## config.mk

```make
export PLATFORM = sky130hd
export DESIGN_NAME = scm_clock_ctrl
export DESIGN_NICKNAME = d
export VERILOG_FILES = /design/src/scm_pkg.sv /design/src/scm_baud_gen.sv /design/src/scm_clock_ctrl.sv
export SDC_FILE = /design/constraint.sdc
export NUM_CORES = 1
export LEC_CHECK = 0
export BUFFER_PORTS_ARGS = -buffer_cell sky130_fd_sc_hd__buf_2
export CORE_MARGIN = 4
export CORE_UTILIZATION = 41
export DETAILED_ROUTE_END_ITERATION = 7
export PLACE_DENSITY = 0.69
export SYNTH_ARGS = -nofsm -noshare
export SYNTH_HDL_FRONTEND = slang
export SYNTH_HIERARCHICAL = 1
export SYNTH_SLANG_ARGS = --single-unit
export TNS_END_PERCENT = 10
```

## constraint.sdc

```tcl
create_clock -name aclk -period 1.8 [get_ports aclk]
set_input_delay 0.36 -clock aclk [delete_from_list [all_inputs] [get_ports aclk]]
set_output_delay 0.36 -clock aclk [all_outputs]
set_load 0.05 [all_outputs]
```

## src/scm_pkg.sv

```systemverilog
// Purpose: constants for the serial clock mux and baud generator
// Assumes: AXI4-Lite with 32-bit data and 8-bit byte addresses
// Notes: each register holds 8 bits in the low byte of a word
package scm_pkg;
  // ==========================================================
  // bus and register map
  localparam int unsigned ADDR_W = 8;  // byte address width
  localparam int unsigned DATA_W = 32; // bus data width
  localparam logic [7:0] OFS_CLK_MODE = 8'h00; // clock_mode_control
  localparam logic [7:0] OFS_TC_LO = 8'h04;    // baud_time_constant_low
  localparam logic [7:0] OFS_TC_HI = 8'h08;    // baud_time_constant_high
  localparam logic [7:0] OFS_MISC = 8'h0c;     // misc_control
  localparam logic [7:0] OFS_STATUS = 8'h10;   // read-only state
  localparam logic [1:0] RESP_OKAY = 2'h0;
  localparam logic [1:0] RESP_SLVERR = 2'h2;
  // ==========================================================
  // reset values
  localparam logic [7:0] CLK_MODE_RST = 8'h00;
  localparam logic [7:0] TC_RST = 8'h00;
  localparam logic [7:0] MISC_RST = 8'h00; // brg off, pin source
  // ==========================================================
  // clock_mode_control fields
  localparam int unsigned CM_XTAL_EN = 7;  // crystal oscillator on
  localparam int unsigned CM_RXSEL = 5;    // rx source, 2 bits
  localparam int unsigned CM_TXSEL = 3;    // tx source, 2 bits
  localparam int unsigned CM_BIDIR_OUT = 2; // bidir pin may drive
  localparam int unsigned CM_BIDIR_SEL = 0; // bidir drive select
  // misc_control fields
  localparam int unsigned MISC_BRG_PCLK = 1; // 1: peripheral clock
  localparam int unsigned MISC_BRG_EN = 0;   // generator enable
  // status register fields
  localparam int unsigned ST_ZERO = 0;
  localparam int unsigned ST_BAUD = 1;
  localparam int unsigned ST_RUN = 2;
  localparam int unsigned ST_BIDIR_OE = 3;
  localparam int unsigned ST_SYNC_HUNT = 4;
  // ==========================================================
  // clock source codes for the rx and tx muxes
  localparam logic [1:0] SRC_RTX_PIN = 2'h0;
  localparam logic [1:0] SRC_BIDIR_PIN = 2'h1;
  localparam logic [1:0] SRC_BRG = 2'h2;
  localparam logic [1:0] SRC_DIGITAL_PHASE_LOCKED_LOOP_TX = 2'h3;
  // drive codes for the bidirectional clock pin
  localparam logic [1:0] OUT_XTAL = 2'h0;
  localparam logic [1:0] OUT_BRG = 2'h1;
  localparam logic [1:0] OUT_DIGITAL_PHASE_LOCKED_LOOP_RX = 2'h2;
  localparam logic [1:0] OUT_TX_CLK = 2'h3;
  // ==========================================================
  // baud generator widths
  localparam int unsigned TC_W = 16; // down-counter width
  localparam logic [15:0] CNT_ZERO = 16'h0000;
  localparam logic [15:0] CNT_ONE = 16'h0001;
endpackage : scm_pkg

```

## src/scm_baud_gen.sv

```systemverilog
// Purpose: 16-bit reloading down-counter with divide-by-two output
// Assumes: src_tick marks one rising edge of the chosen source
// Notes: runs on aclk; a tick is one edge of the generator clock
`timescale 1ns/10ps
module scm_baud_gen
  import scm_pkg::*;
(
  input wire logic aclk,
  input wire logic aresetn,
  input wire logic enable,
  input wire logic src_tick,
  input wire logic [15:0] time_const,
  output logic baud_out,
  output logic zero_count,
  output logic running
);
  // ==========================================================
  // state
  logic en_sync_r;     // enable seen on a generator edge
  logic en_sync_nxt;
  logic [15:0] cnt_r;  // down-counter
  logic [15:0] cnt_nxt;
  logic load_r;        // next tick loads the time constant
  logic load_nxt;
  logic out_r;         // divide-by-two stage
  logic out_nxt;
  logic zero_r;        // zero-count condition
  logic zero_nxt;
  logic run;

  // start waits one generator edge, stop is immediate
  assign run = enable & en_sync_r;

  // ==========================================================
  // next state
  always_comb begin
    en_sync_nxt = en_sync_r;
    cnt_nxt = cnt_r;
    load_nxt = load_r;
    out_nxt = out_r;
    zero_nxt = zero_r; // held while stopped
    if (!enable) begin
      en_sync_nxt = 1'b0; // no sync on the way down
    end else if (src_tick) begin
      en_sync_nxt = 1'b1;
    end
    if (run) begin
      zero_nxt = 1'b0;
      if (src_tick) begin
        if (load_r) begin
          // reload cycle adds one tick: tc+2 per half period
          cnt_nxt = time_const;
          load_nxt = 1'b0;
        end else if (cnt_r == CNT_ZERO) begin
          out_nxt = ~out_r;
          load_nxt = 1'b1;
          zero_nxt = 1'b1;   // one cycle only
        end else begin
          cnt_nxt = cnt_r - CNT_ONE;
        end
      end
    end
  end

  // ==========================================================
  // registers; reset forces zero-count active
  always_ff @(posedge aclk) begin
    if (!aresetn) begin
      en_sync_r <= 1'b0;
      cnt_r <= CNT_ZERO;
      load_r <= 1'b1;
      out_r <= 1'b0;
      zero_r <= 1'b1;
    end else begin
      en_sync_r <= en_sync_nxt;
      cnt_r <= cnt_nxt;
      load_r <= load_nxt;
      out_r <= out_nxt;
      zero_r <= zero_nxt;
    end
  end

  assign baud_out = out_r;
  assign zero_count = zero_r;
  assign running = run;
endmodule : scm_baud_gen

```

## src/scm_clock_ctrl.sv

```systemverilog
// Purpose: clock muxes, crystal control, bidir clock pin, baud gen
// Assumes: pin levels are synchronous to aclk; AXI4-Lite host
// Notes: clock outputs are sampled levels, edges move one aclk late
`timescale 1ns/10ps
module scm_clock_ctrl
  import scm_pkg::*;
(
  input wire logic aclk,
  input wire logic aresetn,
  // axi4-lite slave
  input wire logic awvalid,
  output logic awready,
  input wire logic [7:0] awaddr,
  input wire logic wvalid,
  output logic wready,
  input wire logic [31:0] wdata,
  input wire logic [3:0] wstrb,
  output logic bvalid,
  input wire logic bready,
  output logic [1:0] bresp,
  input wire logic arvalid,
  output logic arready,
  input wire logic [7:0] araddr,
  output logic rvalid,
  input wire logic rready,
  output logic [31:0] rdata,
  output logic [1:0] rresp,
  // pins and neighbour blocks
  input wire logic rx_tx_clock_pin,
  input wire logic xtal_osc_in,
  input wire logic bidir_clock_pin_in,
  output logic bidir_clock_pin_out,
  output logic bidir_clock_pin_oe,
  input wire logic digital_phase_locked_loop_rx_clk,
  input wire logic digital_phase_locked_loop_tx_clk,
  input wire logic async_mode,
  input wire logic sync_pulse_req,
  input wire logic ext_sync_req,
  input wire logic sync_pin_in,
  output logic sync_pin_out,
  output logic sync_pin_oe,
  output logic ext_sync_en,
  output logic sync_hunt,
  output logic xtal_amp_en,
  output logic rx_clock_n,
  output logic rx_sample,
  output logic tx_clock,
  output logic baud_out,
  output logic baud_zero
);
  // ==========================================================
  // helpers
  // four-way clock source mux shared by rx and tx paths
  function automatic logic pick_src(
    input logic [1:0] sel,
    input logic rtx,
    input logic bidir,
    input logic brg,
    input logic digital_phase_locked_loop
  );
    logic res;
    res = rtx;
    case (sel)
      SRC_BIDIR_PIN: res = bidir;
      SRC_BRG: res = brg;
      SRC_DIGITAL_PHASE_LOCKED_LOOP_TX: res = digital_phase_locked_loop;
      default: res = rtx;
    endcase
    return res;
  endfunction : pick_src

  // mapped-address check used by the write channel only
  function automatic logic is_rw_reg(input logic [7:0] a);
    logic hit;
    hit = 1'b0;
    if (a == OFS_CLK_MODE) begin
      hit = 1'b1;
    end else if (a == OFS_TC_LO) begin
      hit = 1'b1;
    end else if (a == OFS_TC_HI) begin
      hit = 1'b1;
    end else if (a == OFS_MISC) begin
      hit = 1'b1;
    end
    return hit;
  endfunction : is_rw_reg

  // ==========================================================
  // declarations
  logic [7:0] cm_r, cm_nxt;     // clock_mode_control
  logic [7:0] tcl_r, tcl_nxt;   // baud_time_constant_low
  logic [7:0] tch_r, tch_nxt;   // baud_time_constant_high
  logic [7:0] misc_r, misc_nxt; // misc_control
  logic aw_hold_r, aw_hold_nxt; // address taken, not yet used
  logic w_hold_r, w_hold_nxt;   // data taken, not yet used
  logic [7:0] wa_r, wa_nxt;
  logic [31:0] wd_r, wd_nxt;
  logic ws_r, ws_nxt;           // byte lane 0 strobe
  logic awready_r, awready_nxt;
  logic wready_r, wready_nxt;
  logic bvalid_r, bvalid_nxt;
  logic [1:0] bresp_r, bresp_nxt;
  logic arready_r, arready_nxt;
  logic rvalid_r, rvalid_nxt;
  logic [31:0] rdata_r, rdata_nxt;
  logic [1:0] rresp_r, rresp_nxt;
  logic xtal_on;
  logic rtx_eff;               // rx/tx pin or crystal output
  logic rtx_prev_r;            // last level, for edge detect
  logic brg_tick;
  logic brg_out, brg_zero, brg_run;
  logic rx_src, tx_src;
  logic rx_prev_r;
  logic bidir_sel;             // bidir pin used as a source
  logic rxn_r, rxn_nxt;
  logic rxs_r, rxs_nxt;
  logic txc_r, txc_nxt;
  logic bo_r, bo_nxt;
  logic boe_r, boe_nxt;
  logic so_r, so_nxt;
  logic soe_r, soe_nxt;
  logic es_r, es_nxt;
  logic sh_r, sh_nxt;
  logic xa_r, xa_nxt;
  logic [7:0] status;

  // ==========================================================
  // clock selection
  assign xtal_on = cm_r[CM_XTAL_EN];
  // pin users follow the oscillator while it runs
  assign rtx_eff = xtal_on ? xtal_osc_in : rx_tx_clock_pin;
  // generator clock: peripheral clock ticks every cycle
  // a switch while running may clip a count
  assign brg_tick = misc_r[MISC_BRG_PCLK] | (rtx_eff & ~rtx_prev_r);
  assign rx_src = pick_src(cm_r[CM_RXSEL +: 2], rtx_eff,
    bidir_clock_pin_in, brg_out, digital_phase_locked_loop_tx_clk);
  assign tx_src = pick_src(cm_r[CM_TXSEL +: 2], rtx_eff,
    bidir_clock_pin_in, brg_out, digital_phase_locked_loop_tx_clk);
  assign bidir_sel = (cm_r[CM_RXSEL +: 2] == SRC_BIDIR_PIN) |
    (cm_r[CM_TXSEL +: 2] == SRC_BIDIR_PIN);

  // ==========================================================
  // baud rate generator
  scm_baud_gen u_brg (
    .aclk(aclk),
    .aresetn(aresetn),
    .enable(misc_r[MISC_BRG_EN]),
    .src_tick(brg_tick),
    .time_const({tch_r, tcl_r}),
    .baud_out(brg_out),
    .zero_count(brg_zero),
    .running(brg_run)
  );

  // ==========================================================
  // pin and clock outputs
  always_comb begin
    // receiver samples on falling edge of the inverted copy,
    // i.e. on the rising edge of the source
    rxn_nxt = ~rx_src;
    rxs_nxt = rx_src & ~rx_prev_r;
    txc_nxt = tx_src;
    xa_nxt = xtal_on;
    // bidir pin drives only when allowed and not a source
    boe_nxt = cm_r[CM_BIDIR_OUT] & ~bidir_sel;
    case (cm_r[CM_BIDIR_SEL +: 2])
      OUT_XTAL: bo_nxt = xtal_on ? xtal_osc_in : 1'b1;
      OUT_BRG: bo_nxt = brg_out;
      OUT_DIGITAL_PHASE_LOCKED_LOOP_RX: bo_nxt = digital_phase_locked_loop_rx_clk;
      default: bo_nxt = tx_src;         // actual transmit clock
    endcase
    // sync pin belongs to the oscillator while it runs
    es_nxt = ext_sync_req & ~async_mode & ~xtal_on;
    so_nxt = xtal_on ? 1'b0 : sync_pulse_req;
    soe_nxt = ~xtal_on & ~async_mode & ~ext_sync_req;
    // with the crystal on, async sync/hunt stops following the pin
    sh_nxt = (xtal_on & async_mode) ? 1'b0 : sync_pin_in;
  end

  // edge history follows the level through reset too, so a high
  // idle pin gives no false edge or tick right after release
  always_ff @(posedge aclk) begin
    rtx_prev_r <= rtx_eff;
    rx_prev_r <= rx_src;
  end

  // registers the pin outputs; nothing drives before reset ends
  always_ff @(posedge aclk) begin
    if (!aresetn) begin
      rxn_r <= 1'b1;
      rxs_r <= 1'b0;
      txc_r <= 1'b0;
      xa_r <= 1'b0;
      bo_r <= 1'b1;
      boe_r <= 1'b0;
      es_r <= 1'b0;
      so_r <= 1'b0;
      soe_r <= 1'b0;
      sh_r <= 1'b0;
    end else begin
      rxn_r <= rxn_nxt;
      rxs_r <= rxs_nxt;
      txc_r <= txc_nxt;
      xa_r <= xa_nxt;
      bo_r <= bo_nxt;
      boe_r <= boe_nxt;
      es_r <= es_nxt;
      so_r <= so_nxt;
      soe_r <= soe_nxt;
      sh_r <= sh_nxt;
    end
  end

  // ==========================================================
  // axi4-lite slave: one write and one read at a time
  always_comb begin
    aw_hold_nxt = aw_hold_r;
    w_hold_nxt = w_hold_r;
    wa_nxt = wa_r;
    wd_nxt = wd_r;
    ws_nxt = ws_r;
    bvalid_nxt = bvalid_r;
    bresp_nxt = bresp_r;
    cm_nxt = cm_r;
    tcl_nxt = tcl_r;
    tch_nxt = tch_r;
    misc_nxt = misc_r;
    // address and data are taken in either order
    if (awvalid && awready_r) begin
      aw_hold_nxt = 1'b1;
      wa_nxt = awaddr;
    end
    if (wvalid && wready_r) begin
      w_hold_nxt = 1'b1;
      wd_nxt = wdata;
      ws_nxt = wstrb[0];
    end
    if (bvalid_r && bready) begin
      bvalid_nxt = 1'b0;
    end
    // both halves held: commit and answer
    if (aw_hold_r && w_hold_r && !bvalid_r) begin
      aw_hold_nxt = 1'b0;
      w_hold_nxt = 1'b0;
      bvalid_nxt = 1'b1;
      bresp_nxt = is_rw_reg(wa_r) ? RESP_OKAY : RESP_SLVERR;
      if (ws_r) begin
        if (wa_r == OFS_CLK_MODE) begin
          cm_nxt = wd_r[7:0];
        end else if (wa_r == OFS_TC_LO) begin
          tcl_nxt = wd_r[7:0]; // low byte
        end else if (wa_r == OFS_TC_HI) begin
          tch_nxt = wd_r[7:0]; // high byte
        end else if (wa_r == OFS_MISC) begin
          misc_nxt = wd_r[7:0];
        end
      end
    end
    // no new halves while one is held or a response waits
    awready_nxt = ~aw_hold_nxt & ~bvalid_nxt;
    wready_nxt = ~w_hold_nxt & ~bvalid_nxt;
  end

  // status word: block state visible to software
  assign status = {3'h0, sh_r, boe_r, brg_run, brg_out, brg_zero};

  // read channel: data one cycle after the address is taken
  always_comb begin
    rvalid_nxt = rvalid_r;
    rdata_nxt = rdata_r;
    rresp_nxt = rresp_r;
    if (rvalid_r && rready) begin
      rvalid_nxt = 1'b0;
    end
    if (arvalid && arready_r) begin
      rvalid_nxt = 1'b1;
      rresp_nxt = RESP_OKAY;
      if (araddr == OFS_CLK_MODE) begin
        rdata_nxt = {24'h000000, cm_r};
      end else if (araddr == OFS_TC_LO) begin
        rdata_nxt = {24'h000000, tcl_r};
      end else if (araddr == OFS_TC_HI) begin
        rdata_nxt = {24'h000000, tch_r};
      end else if (araddr == OFS_MISC) begin
        rdata_nxt = {24'h000000, misc_r};
      end else if (araddr == OFS_STATUS) begin
        rdata_nxt = {24'h000000, status};
      end else begin
        rdata_nxt = 32'h00000000;
        rresp_nxt = RESP_SLVERR;
      end
    end
    arready_nxt = ~rvalid_nxt;
  end

  // bus registers; reset stops the generator on the pin clock
  always_ff @(posedge aclk) begin
    if (!aresetn) begin
      cm_r <= CLK_MODE_RST;
      tcl_r <= TC_RST;
      tch_r <= TC_RST;
      misc_r <= MISC_RST;
      aw_hold_r <= 1'b0;
      w_hold_r <= 1'b0;
      wa_r <= 8'h00;
      wd_r <= 32'h00000000;
      ws_r <= 1'b0;
      awready_r <= 1'b0;
      wready_r <= 1'b0;
      bvalid_r <= 1'b0;
      bresp_r <= RESP_OKAY;
      arready_r <= 1'b0;
      rvalid_r <= 1'b0;
      rdata_r <= 32'h00000000;
      rresp_r <= RESP_OKAY;
    end else begin
      cm_r <= cm_nxt;
      tcl_r <= tcl_nxt;
      tch_r <= tch_nxt;
      misc_r <= misc_nxt;
      aw_hold_r <= aw_hold_nxt;
      w_hold_r <= w_hold_nxt;
      wa_r <= wa_nxt;
      wd_r <= wd_nxt;
      ws_r <= ws_nxt;
      awready_r <= awready_nxt;
      wready_r <= wready_nxt;
      bvalid_r <= bvalid_nxt;
      bresp_r <= bresp_nxt;
      arready_r <= arready_nxt;
      rvalid_r <= rvalid_nxt;
      rdata_r <= rdata_nxt;
      rresp_r <= rresp_nxt;
    end
  end

  // ==========================================================
  // outputs
  assign awready = awready_r;
  assign wready = wready_r;
  assign bvalid = bvalid_r;
  assign bresp = bresp_r;
  assign arready = arready_r;
  assign rvalid = rvalid_r;
  assign rdata = rdata_r;
  assign rresp = rresp_r;
  assign bidir_clock_pin_out = bo_r;
  assign bidir_clock_pin_oe = boe_r;
  assign sync_pin_out = so_r;
  assign sync_pin_oe = soe_r;
  assign ext_sync_en = es_r;
  assign sync_hunt = sh_r;
  assign xtal_amp_en = xa_r;
  assign rx_clock_n = rxn_r;
  assign rx_sample = rxs_r;
  assign tx_clock = txc_r;
  assign baud_out = brg_out;
  assign baud_zero = brg_zero;
endmodule : scm_clock_ctrl

```

==> flow_summary_export.csv <==
group,metric,value,unit
drt,drc_errors,0,
drt,first_iter_violations,274,
synth,synth_top_family_by_area,"simple AND/OR/NAND/NOR gates",
setup_path,slowest_delay,0.37,ns
final_layout,final_cell_area,5650,um2
global_routing,grt_start_max_net_pins,51,
synth,synth_compound_area_share,16.5,%
floorplanning,fp.dieArea,13100,um2
final_layout,area_delta_synth_final,21.2,%
status,outcome,"finished with violations",
placed_design,place_ws,-0.363,ns
setup_path,endpoint_kind,"flop",
placed_design,postPlaceCellArea,5280,um2
floorplanning,ios,121,
synth,syn_area,4660,um2
setup_path,cpLargestDelayFamily,"simple AND/OR/NAND/NOR gates",
setup_path,critPathBufInv,1,
sta,report.final.slew_viol_count,0,
drt,drtPass1Iterations,5,
drt,vias,3977,
setup_path,cp.arrival,2.07,ns
floorplanning,start_util,42.4,%
synth,synthMuxAreaShare,10.8,%
final_layout,antenna_cells,0,
setup_path,crit_path_start_kind,"flop",
final_layout,drive_gt1_share,26.2,%
pwr,finalPower,0.00445,W
placed_design,io_buffers,67,
clocking,root_buffer,"clkbuf_16",
synth,ys_ff_latch,98,
final_layout,final_common_cell,"nand2_1",
placed_design,gp_congestion,0.889,
min_path,min-delay-start,"ext_sync_req",
min_path,hp-class,"in2reg",
flow_run,drv.max_cap_violation_count,0,
sta,rsz0062_at_grt,"true",
setup_path,crit_fanout,8,
status,violations,"setup timing",
drt,via_per_inst,5.30,
global_routing,antenna_found_initial,0,
synth,synthTopCellsByArea,"dfxtp_1 (42%), nand2_1 (8.9%), mux2i_1 (7.9%), buf_4 (4.3%), a21boi_0 (3.1%)",
clocking,htreeDepth,3,
sta,period_share,101,%
setup_path,cp.required,2.06,ns
synth,synth_cells,512,
global_routing,globalRouteOverflowTotal,0,
clocking,cts_buffers,9,
synth,yosys.area_share.simple,22.2,%
sta,fmax,0.552,GHz
setup_path,setup.worst_path.start,"cm_r[7]",
pwr,powerDensity,787,nW/um2
sta,fin_ws,-0.0111,ns
synth,synth-edff-count,0,
pwr,leakagePower,2.40,nW
final_layout,fin_nets,675,
synth,yosys.area.top_type,"dfxtp_1",
setup_path,path_cells,"mux2_4 > a21o_1 > and3_4 > o31ai_4 > buf_12 > or3_1 > a31oi_1",
sta,min_period,1.81,ns
synth,yosysSeqAreaShare,42.1,%
sta,setup_viol_count_final,3,
synth,synthDominantCellAreaShare,42.1,%
synth,avgSynthCellArea,9.10,um2
global_routing,grt_pass1_vias,3859,
floorplanning,die_h,115,um
setup_path,crit_type,"reg2reg",
sta,final.setup_skew,0.00828,ns
floorplanning,die_width,115,um
drt,routedWlPerCell,15.4,um
global_routing,grt_use_total,17.7,%
setup_path,slowest_stage,"dfxtp_4",
clocking,clk_path_buf_depth,2,
placed_design,dp_hpwl,8750,um
final_layout,layout_common_cells,"nand2_1 (110), dfxtp_1 (95), buf_2 (67)",
final_layout,finalCoreUtilization,51.4,%
synth,synth-xor-area-share,0.188,%
clocking,cts_tree,"yes",
clocking,cts_sinks,98,
sta,hold_violations,0,
setup_path,rr_startpoint,"cm_r[7]",
synth,synthAdderAreaFrac,0.268,%
pwr,vdd_drop_max,0.571,mV
synth,ys.flop_type,"dfxtp_1",
synth,yosysWarnings,6,
clocking,clk-insertion-delay-late,0.34,ns
clocking,cts.clk_slew.worst_paths,0.07,ns
floorplanning,fp-row-count,38,
drt,finalWirelength,11500,um
floorplanning,core,11000,um2
drt,drtAntennaViolNets,0,
synth,synth_cell_types,68,
synth,async_flop_share,0,%
global_routing,grt_pass1_wl,18800,um
==> stage by stage <==
| stage | hold slack, ns | std cells | setup TNS (ns) |
|---|---|---|---|
| floorplan | 0.368 | 537 | -0.0126 |
| global placement | 0.375 | 731 | -1.73 |
| detailed placement | 0.380 | 731 | -2.37 |
| CTS | 0.174 | 747 | -0.155 |
| global route | 0.183 | 751 | -0.603 |
| finish | 0.185 | 751 | -0.0245 |
==> power by group <==
part | total (W) | internal, W | switching, W
Combinational | 0.000432 | 0.000111 | 0.000320
Clock | 0.00178 | 0.000949 | 0.000832
Sequential | 0.00224 | 0.00221 | 0.0000287
Total | 0.00445 | 0.00327 | 0.00118
==> worst reg2reg max path, cell delays in order (launching register included) <==
cell and delay (ns):
dfxtp_4 0.37, mux2_4 0.23, a21o_1 0.16, and3_4 0.27, o31ai_4 0.12, buf_12 0.15, or3_1 0.31, a31oi_1 0.13
==> synth_stat cells (all sizes together) (2+ instances only) <==
library cell	instances
nand2	110
o21a	2
o31ai	3
a21oi	15
a2bb2oi	5
nor4	8
a211oi	3
a22o	6
nor3	11
a21boi	22
nor2	20
o21ai	13
inv	12
o211a	2
nand3	10
and2	7
o41ai	2
mux2i	37
a221oi	2
a32oi	2
mux4	5
nand4	6
dfxtp	98
and3	7
and3b	2
a32o	5
clkbuf	20
buf	33
nand2b	6
mux2	2
nand3b	2
a31oi	5
or3	3
o22ai	6
nor3b	2
==> state kept, by name, summed over array words and instances (netlist names), 8 cells and up <==
signal       count
u_brg/cnt_r     16
cm_r             8
misc_r           8
rdata            8
tch_r            8
tcl_r            8
wa_r             8
wd_r             8
==> kinds of logic (layout without fill, tap and decap cells) <==
family | count (synthesis) | count (layout)
compound gates | 104 | 104
xor+xnor | 1 | 1
fa+ha+maj | 1 | 1
buf+inv | 65 | 139
flops | 98 | 98
mux | 44 | 44
other cells | 1 | 26
simple gates | 198 | 198
==> layer usage <==
metal  track usage [%]  share of wire, %  wire (um)
met2              29.1                48       5580
met1              23.6                45       5220
met5                 0                 0          0
met4              3.88               1.0        116
met3              4.33               5.3        614
==> final timing paths <==
kind                    end  slack (ns)  cells after the start
max reg2reg  u_brg/cnt_r[0]       -0.01                      7
min             sync_pin_oe        0.18                      2
max          u_brg/cnt_r[0]       -0.01                      7
min reg2reg       rx_sample        0.39                      1
==> final cells by class <==
cell class / instances / area (um2)
flip-flops and latches: 98 / 1970
well taps: 140 / 175
multi-input cells: 374 / 2470
clock buffers: 11 / 233
inverters: 12 / 45.0
fillers: 1028 / 5330
repair buffers: 111 / 724
clock inverters: 5 / 38.8
==> timing repair <==
item | CTS | global route
pin swaps | 4 | 8
endpoints found under the hold margin | 0 | 0
cloned | 0 | 1
hold buffers | 0 | 0
resized for setup | 4 | 10
setup endpoints to repair | 12 | 16
setup buffers | 0 | 3
Power figures use the tool's default switching activity.
